**src/fwb_pkg.sv**
```systemverilog
package fwb_pkg;
    // Status register address and reset value
    localparam logic [23:0] STATUS_ADDR = 24'h0e0000;
    localparam logic [15:0] STATUS_RESET = 16'h0000;
    // Status field positions
    localparam int BANK2_BUSY_BIT = 1;
    localparam int BANK3_BUSY_BIT = 2;
    localparam int LOCK_BIT = 4;
    localparam int BANK0_BUSY_BIT = 5;
    localparam int BANK1_BUSY_BIT = 6;
    // Control register window, locked while an operation runs
    localparam logic [23:0] CTRL_FIRST = 24'h0e0000;
    localparam logic [23:0] CTRL_LAST = 24'h0e0015;
    // Trap code raised on a refused read
    localparam logic [15:0] TRAP_CODE = 16'h009b;
    // Test block window in the flash map
    localparam logic [23:0] TEST_FIRST = 24'h000000;
    localparam logic [23:0] TEST_LAST = 24'h001fff;
    // Bank address windows
    localparam logic [23:0] BANK0_LAST = 24'h06ffff;
    localparam logic [23:0] BANK1_LAST = 24'h08ffff;
    localparam logic [23:0] BANK2_LAST = 24'h0bffff;
    localparam logic [23:0] BANK3_LAST = 24'h0dffff;
    // Operation sequencer states
    typedef enum logic [1:0] {FWB_IDLE, FWB_RUN, FWB_SUSP} fwb_state_e;
endpackage : fwb_pkg

```
**src/fwb_bank_if.sv**
```systemverilog
`timescale 1ns/100ps
// Bank busy flags shared between the top and the access guard
interface fwb_bank_if;
    logic [3:0] busy; // Busy flag per bank
    logic lock; // Register lock flag
    modport ctrl (output busy, output lock);
    modport guard (input busy, input lock);
endinterface : fwb_bank_if

```
**src/fwb_guard.sv**
```systemverilog
`timescale 1ns/100ps
// Decodes one access against busy banks, lock and test block
module fwb_guard (
    fwb_bank_if.guard bank,
    input wire logic [23:0] addr,
    input wire logic bootstrap,
    output logic in_ctrl,
    output logic blocked,
    output logic hidden
);
    logic [3:0] hit; // Bank selected by the address
    logic test_hit; // Address in test block window

    // Address decode and refusal terms
    always_comb
    begin
        hit = 4'h0;
        test_hit = (addr <= fwb_pkg::TEST_LAST);
        in_ctrl = (addr >= fwb_pkg::CTRL_FIRST) &&
                  (addr <= fwb_pkg::CTRL_LAST);
        if (addr <= fwb_pkg::BANK0_LAST)
            hit[0] = 1'b1;
        else if (addr <= fwb_pkg::BANK1_LAST)
            hit[1] = 1'b1;
        else if (addr <= fwb_pkg::BANK2_LAST)
            hit[2] = 1'b1;
        else if (addr <= fwb_pkg::BANK3_LAST)
            hit[3] = 1'b1;
        // Busy bank or locked control register refuses access
        blocked = (|(hit & bank.busy)) || (in_ctrl && bank.lock);
        // Test block hidden outside bootstrap mode
        hidden = test_hit && !bootstrap;
    end
endmodule : fwb_guard

```
**src/fwb_top.sv**
```systemverilog
`timescale 1ns/100ps
// Behaviour
// - Supply drop aborts operation, banks to read
// - Refuse all writes to test block
// - Test block visible only in bootstrap
// - Read-only status register, documented bit layout
// - Start sets busy of affected narrow banks
// - Protection programming sets bank 2 busy
// - Busy bank: reads trap, writes ignored
// - Busy clears on completion or suspend
// - Resume sets busy flags again
// - Start sets busy of affected wide banks
// - Lock: control reads trap, writes ignored
// - Lock set when start bit written
// - Lock bit always readable
// - Error register updates only with all banks idle
module fwb_top (
    input wire logic clk,
    input wire logic sys_rst,
    input wire logic start, // Operation start bit written to one
    input wire logic [3:0] start_banks, // Banks the operation touches
    input wire logic protect_op, // Protection register programming
    input wire logic op_done, // Algorithm finished
    input wire logic suspend, // Suspend request
    input wire logic resume, // Resume request
    input wire logic supply_low, // Core supply below threshold
    input wire logic bootstrap, // Chip runs in bootstrap mode
    input wire logic err_update, // Algorithm reports new error bits
    input wire logic [15:0] err_in, // New error bits
    input wire logic bus_sel, // Access strobe
    input wire logic bus_wr, // Write when high
    input wire logic [1:0] bus_be, // Byte enables
    input wire logic [23:0] bus_addr, // Access address
    output logic [15:0] bus_rdata, // Read data
    output logic trap, // Software trap pulse
    output logic [15:0] trap_code, // Trap code
    output logic write_ok, // Write may reach the array or register
    output logic [3:0] bank_read_mode, // Bank in read mode
    output logic op_abort, // Operation aborted
    output logic [15:0] error_reg // Write error register
);
    // Whole module state
    typedef struct packed {
        fwb_pkg::fwb_state_e st;
        logic [3:0] busy;
        logic [3:0] banks;
        logic lock;
        logic abort;
        logic trap;
        logic [15:0] rdata;
        logic [15:0] err;
    } fwb_state_s;

    fwb_state_s r; // Registered state
    fwb_state_s next_r; // Next state
    fwb_bank_if bank (); // Busy and lock to guard
    logic in_ctrl; // Access hits control window
    logic blocked; // Access refused
    logic hidden; // Test block hidden
    logic test_hit; // Address in test block
    logic [15:0] status; // Status word as read

    assign bank.busy = r.busy;
    assign bank.lock = r.lock;

    fwb_guard fwb_guard_inst (
        .bank(bank),
        .addr(bus_addr),
        .bootstrap(bootstrap),
        .in_ctrl(in_ctrl),
        .blocked(blocked),
        .hidden(hidden)
    );

    // Test window decode for write refusal
    assign test_hit = (bus_addr <= fwb_pkg::TEST_LAST);

    // Status word assembly, reserved bits zero
    always_comb
    begin
        status = fwb_pkg::STATUS_RESET;
        status[fwb_pkg::BANK1_BUSY_BIT] = r.busy[1];
        status[fwb_pkg::BANK0_BUSY_BIT] = r.busy[0];
        status[fwb_pkg::LOCK_BIT] = r.lock;
        status[fwb_pkg::BANK3_BUSY_BIT] = r.busy[3];
        status[fwb_pkg::BANK2_BUSY_BIT] = r.busy[2];
    end

    // Next state logic
    always_comb
    begin
        next_r = r;
        next_r.trap = 1'b0;
        next_r.abort = 1'b0;
        case (r.st)
            fwb_pkg::FWB_IDLE:
            begin
                if (start)
                begin
                    // Lock and busy rise with the start bit
                    next_r.lock = 1'b1;
                    next_r.banks = start_banks;
                    next_r.busy = start_banks;
                    if (protect_op)
                    begin
                        next_r.banks[2] = 1'b1;
                        next_r.busy[2] = 1'b1;
                    end
                    next_r.st = fwb_pkg::FWB_RUN;
                end
            end
            fwb_pkg::FWB_RUN:
            begin
                if (op_done)
                begin
                    // Completion frees banks and registers
                    next_r.busy = 4'h0;
                    next_r.lock = 1'b0;
                    next_r.st = fwb_pkg::FWB_IDLE;
                end
                else if (suspend)
                begin
                    next_r.busy = 4'h0;
                    next_r.lock = 1'b0;
                    next_r.st = fwb_pkg::FWB_SUSP;
                end
            end
            fwb_pkg::FWB_SUSP:
            begin
                if (resume)
                begin
                    next_r.busy = r.banks;
                    next_r.lock = 1'b1;
                    next_r.st = fwb_pkg::FWB_RUN;
                end
            end
            default:
            begin
                next_r.st = fwb_pkg::FWB_IDLE;
            end
        endcase
        // Error register only updates with all banks idle
        if (err_update && (next_r.busy == 4'h0))
            next_r.err = err_in;
        // Supply drop outside idle overrides the sequencer, busy, lock and banks
        if (supply_low && (r.st != fwb_pkg::FWB_IDLE))
        begin
            next_r.abort = 1'b1;
            next_r.busy = 4'h0;
            next_r.lock = 1'b0;
            next_r.banks = 4'h0;
            next_r.st = fwb_pkg::FWB_IDLE;
        end
        // Read answer
        if (bus_sel && !bus_wr)
        begin
            if (bus_addr == fwb_pkg::STATUS_ADDR)
                next_r.rdata = status;
            else if (hidden)
                next_r.rdata = 16'h0000;
            else if (blocked)
            begin
                // Busy bank or locked register: invalid data and trap
                next_r.rdata = 16'h0000;
                next_r.trap = 1'b1;
            end
            else
                next_r.rdata = 16'h0000;
        end
    end

    // State register
    always_ff @(posedge clk)
    begin
        if (sys_rst)
        begin
            r <= '0;
            r.st <= fwb_pkg::FWB_IDLE;
        end
        else
            r <= next_r;
    end

    // Writes pass only when not refused; status is read-only
    assign write_ok = bus_sel && bus_wr && (|bus_be) && !blocked &&
                      !test_hit &&
                      (bus_addr != fwb_pkg::STATUS_ADDR);
    assign bus_rdata = r.rdata;
    assign trap = r.trap;
    assign trap_code = fwb_pkg::TRAP_CODE;
    assign bank_read_mode = ~r.busy;
    assign op_abort = r.abort;
    assign error_reg = r.err;
endmodule : fwb_top

```
**config.mk**
```make
export PLATFORM = sky130hd
export DESIGN_NAME = fwb_top
export DESIGN_NICKNAME = d
export VERILOG_FILES = /design/src/fwb_pkg.sv /design/src/fwb_bank_if.sv /design/src/fwb_guard.sv /design/src/fwb_top.sv
export SDC_FILE = /design/constraint.sdc
export NUM_CORES = 1
export LEC_CHECK = 0
export BUFFER_PORTS_ARGS = -buffer_cell sky130_fd_sc_hd__clkbuf_2
export CAP_MARGIN = 20
export CELL_PAD_IN_SITES_DETAIL_PLACEMENT = 1
export CELL_PAD_IN_SITES_GLOBAL_PLACEMENT = 2
export CORE_MARGIN = 2
export CORE_UTILIZATION = 26
export CTS_CLUSTER_DIAMETER = 120
export DETAILED_ROUTE_END_ITERATION = 6
export MAX_ROUTING_LAYER = met4
export PLACE_DENSITY = 0.86
export SLEW_MARGIN = 25
export SYNTH_ARGS = -nofsm -noshare
export SYNTH_HDL_FRONTEND = slang
export SYNTH_SLANG_ARGS = --single-unit
```
**constraint.sdc**
```tcl
create_clock -name clk -period 3.8 [get_ports clk]
set_input_delay 0 -clock clk [delete_from_list [all_inputs] [get_ports clk]]
set_output_delay 0 -clock clk [all_outputs]
set_load 0.05 [all_outputs]
```
==> impl_metrics.json <==
{
  "least_margin_pin_slew_ps": 596,
  "avgSynthCellArea_sq_um": 8.54,
  "grt_start_max_net_pins": 41,
  "cp_data_arrival_time_ps": 2710,
  "dieWidth_um": 94.1,
  "finalWirelength_mm": 5.40,
  "area_share_of_the_leading_cell_type_in_the_synthesized_netlist_pct": 32.3,
  "final_cycle_utilization_of_the_critical_path_pct": 65.9,
  "use_met2_pct": 20.1,
  "cts.root.buffer_cell": "sky130_fd_sc_hd__clkbuf_8",
  "fin_crit_ps": 2500,
  "cts_tree": "done",
  "io_buffer_count": 85,
  "leakage_nw": 1.18,
  "coreArea_sq_um": 7810,
  "initial_core_util_pct": 27.0,
  "critPathTopFamily": "simple AND/OR/NAND/NOR gates",
  "critical-path-max-stage-delay_ps": 620,
  "maximum_buffer_depth_of_the_clock_tree": 2,
  "ys_ff_latch": 34,
  "p_total_uw": 936,
  "grt_use_met1_pct": 15.5,
  "remaining_drc_errors": 0,
  "avgViaCountPerCell": 4.25,
  "yosys.cell_types.count": 39,
  "grtUsageTotal_pct": 12.4,
  "postRouteAntennaNets": 0,
  "layout-area-overhead-vs-synth_pct": 25.2,
  "cts_num_sinks": 34,
  "hpwlAfterDp_mm": 4.23,
  "critical_path_class": "register to register",
  "ioPinCount": 113,
  "synthesis.instances": 247,
  "worstPathCellList": "inv_1 > ha_1 > nor2b_1 > or4_1 > a21oi_2 > and3_1 > buf_4 > mux2i_1",
  "synth_area_leaders": "sky130_fd_sc_hd__dfxtp_1 (32%), sky130_fd_sc_hd__buf_4 (17%), sky130_fd_sc_hd__nand2b_1 (10%)",
  "synth_largest_area_cell": "sky130_fd_sc_hd__dfxtp_1",
  "numCtsBuffers": 5,
  "std_cell_rows": 32,
  "timing.critical_path.buf_inv": 2,
  "num_vias": 1834,
  "insertion_delay_ps": 280,
  "timing.fmax_mhz": 399,
  "largest_register_ffs": 16,
  "holdCritStartpoint": "start_banks[0]",
  "drive_gt1_share_pct": 29.4,
  "fin_nets": 391,
  "num_antenna_cells": 0,
  "die_area_sq_um": 8850,
  "timing.slew.headroom_pct": 60.2,
  "synth-seq-area-share_pct": 32.3,
  "finalSetupViolCount": 0,
  "worst_setup_path_start": "r[43]$_SDFFE_PP0P_",
  "setup_total_negative_slack_ps": 0,
  "unrepaired_setup_endpoints_after_global_routing": "false",
  "global_route.usage.met3_pct": 2.97,
  "hold_path_class": "input port to register",
  "critical-path-slowest-cell": "sky130_fd_sc_hd__or4_1",
  "kind_of_start_point_of_the_critical_path": "register",
  "final-max-slew-violation-count": 0,
  "drtIter0Drc": 36,
  "regToRegStartpoint": "r[43]$_SDFFE_PP0P_",
  "cp_max_fo": 16,
  "grt-ovfl-total": 0,
  "dieHeight_um": 94.1,
  "first_global_vias": 1810,
  "cts_htree_levels": 2,
  "finalHoldViolCount": 0,
  "clk_pin_slew_ps": 70,
  "cp.required_ps": 4000,
  "commonest_cells_after_routing_fill_and_taps_aside": "sky130_fd_sc_hd__clkbuf_2 (85), sky130_fd_sc_hd__nand2b_1 (35), sky130_fd_sc_hd__dfxtp_1 (34)",
  "syn_area_sq_um": 2110,
  "vdd_drop_max_mv": 0.154,
  "power_density_nw_per_um2": 355,
  "grt.busiest_layer": "met2",
  "cap_violations": 0,
  "yosys_warn_count": 0,
  "gp_congestion": 0.757,
  "status": "finished clean",
  "number_of_gates_given_a_new_drive_strength_after_cts": 0,
  "grt_first_pass_wirelength_mm": 8.56,
  "final_common_cell": "sky130_fd_sc_hd__clkbuf_2",
  "antenna_found_initial": 0,
  "drt_pre_antenna_iters": 4,
  "clock_skew_ps": 6.62,
  "wire_per_inst_um": 12.5,
  "worstSetupEndpointType": "register"
}
[cell usage after synthesis]
library cell,number
sky130_fd_sc_hd__nor4b_1,1
sky130_fd_sc_hd__o21ai_0,2
sky130_fd_sc_hd__and3_1,1
sky130_fd_sc_hd__a221o_1,1
sky130_fd_sc_hd__nor2_1,15
sky130_fd_sc_hd__nand3b_1,2
sky130_fd_sc_hd__inv_1,6
sky130_fd_sc_hd__nand2b_1,35
sky130_fd_sc_hd__buf_2,1
sky130_fd_sc_hd__nor3_1,3
sky130_fd_sc_hd__clkbuf_1,5
sky130_fd_sc_hd__or4_1,2
sky130_fd_sc_hd__o21ai_1,1
sky130_fd_sc_hd__buf_6,1
sky130_fd_sc_hd__or2_2,1
sky130_fd_sc_hd__dfxtp_1,34
sky130_fd_sc_hd__a22oi_1,1
sky130_fd_sc_hd__mux2i_1,19
sky130_fd_sc_hd__ha_1,4
sky130_fd_sc_hd__o32a_1,1
sky130_fd_sc_hd__nand3_1,12
sky130_fd_sc_hd__nor2b_1,3
sky130_fd_sc_hd__buf_4,48
sky130_fd_sc_hd__o2111ai_1,1
sky130_fd_sc_hd__nor3b_4,1
sky130_fd_sc_hd__a222oi_1,3
sky130_fd_sc_hd__o211ai_1,1
sky130_fd_sc_hd__nor3b_1,2
sky130_fd_sc_hd__a21oi_2,1
sky130_fd_sc_hd__nor4_2,1
sky130_fd_sc_hd__nor4bb_1,1
sky130_fd_sc_hd__a21oi_1,13
sky130_fd_sc_hd__conb_1,2
sky130_fd_sc_hd__o31ai_1,2
sky130_fd_sc_hd__or3_1,3
sky130_fd_sc_hd__nand2_1,13
sky130_fd_sc_hd__buf_12,1
sky130_fd_sc_hd__nor4_1,2
sky130_fd_sc_hd__a21o_1,1
[layout make-up]
cell class              instances  area, sq um
clock inverters                 1         5.00
fillers                       962         5170
repair buffers                106          633
inverters                       6         22.5
multi-input cells             176         1080
flip-flops and latches         34          681
well taps                     102          128
clock buffers                   7         86.3
[report_power, final]
part | internal, mW | switching [mW]
Clock | 0.146 | 0.127
Combinational | 0.0861 | 0.185
Sequential | 0.377 | 0.0148
[stage by stage]
| stage | util, % | hold WS, ps | cells | setup slack [ps] | instance area, sq um |
|---|---|---|---|---|---|
| floorplan | - | 145 | 272 | 1420 | 2200 |
| global placement | 30.1 | 249 | 404 | 1430 | 2350 |
| detailed placement | 30.1 | 257 | 404 | 1290 | 2350 |
| CTS | 33.8 | 1.60 | 432 | 1250 | 2640 |
| global route | 33.8 | 42.2 | 432 | 1140 | 2640 |
| finish | 33.8 | 16.4 | 432 | 1300 | 2640 |
[tightest hold or removal path: stages]
cell	delay [ps]
sky130_fd_sc_hd__clkbuf_2	110
sky130_fd_sc_hd__nand3_1	70
sky130_fd_sc_hd__a21oi_1	60
[final timing paths]
path                                to  slack [ps]  cells after the start
min                 r[35]$_SDFFE_PP0P_          20                      3
max          error_reg[5]$_SDFFE_PP0P_        1300                      8
min reg2reg  bus_rdata[4]$_SDFFE_PP0P_         460                      2
max reg2reg  error_reg[5]$_SDFFE_PP0P_        1300                      8
[cell families after synthesis]
family | Yosys count | share of synthesized area [%]
mux | 19 | 9.02
simple gates | 98 | 26.4
buf+inv | 62 | 20.8
flops | 34 | 32.3
other cells | 2 | 0.356
fa+ha+maj | 4 | 2.37
compound gates | 28 | 8.78
[repair_timing]
| action | in CTS | in global routing |
|---|---|---|
| hold buffers | 20 | 0 |
| endpoints found under the hold margin | 20 | 0 |
| setup buffers | 0 | 0 |
[layer usage]
| layer | up-vias | wire (um) |
|---|---|---|
| li1 | 920 | - |
| met1 | 842 | 2530 |
| met2 | 67 | 2520 |
| met3 | 5 | 301 |
| met4 | 0 | 42 |
| met5 | - | 0 |
Power figures use the tool's default switching activity.
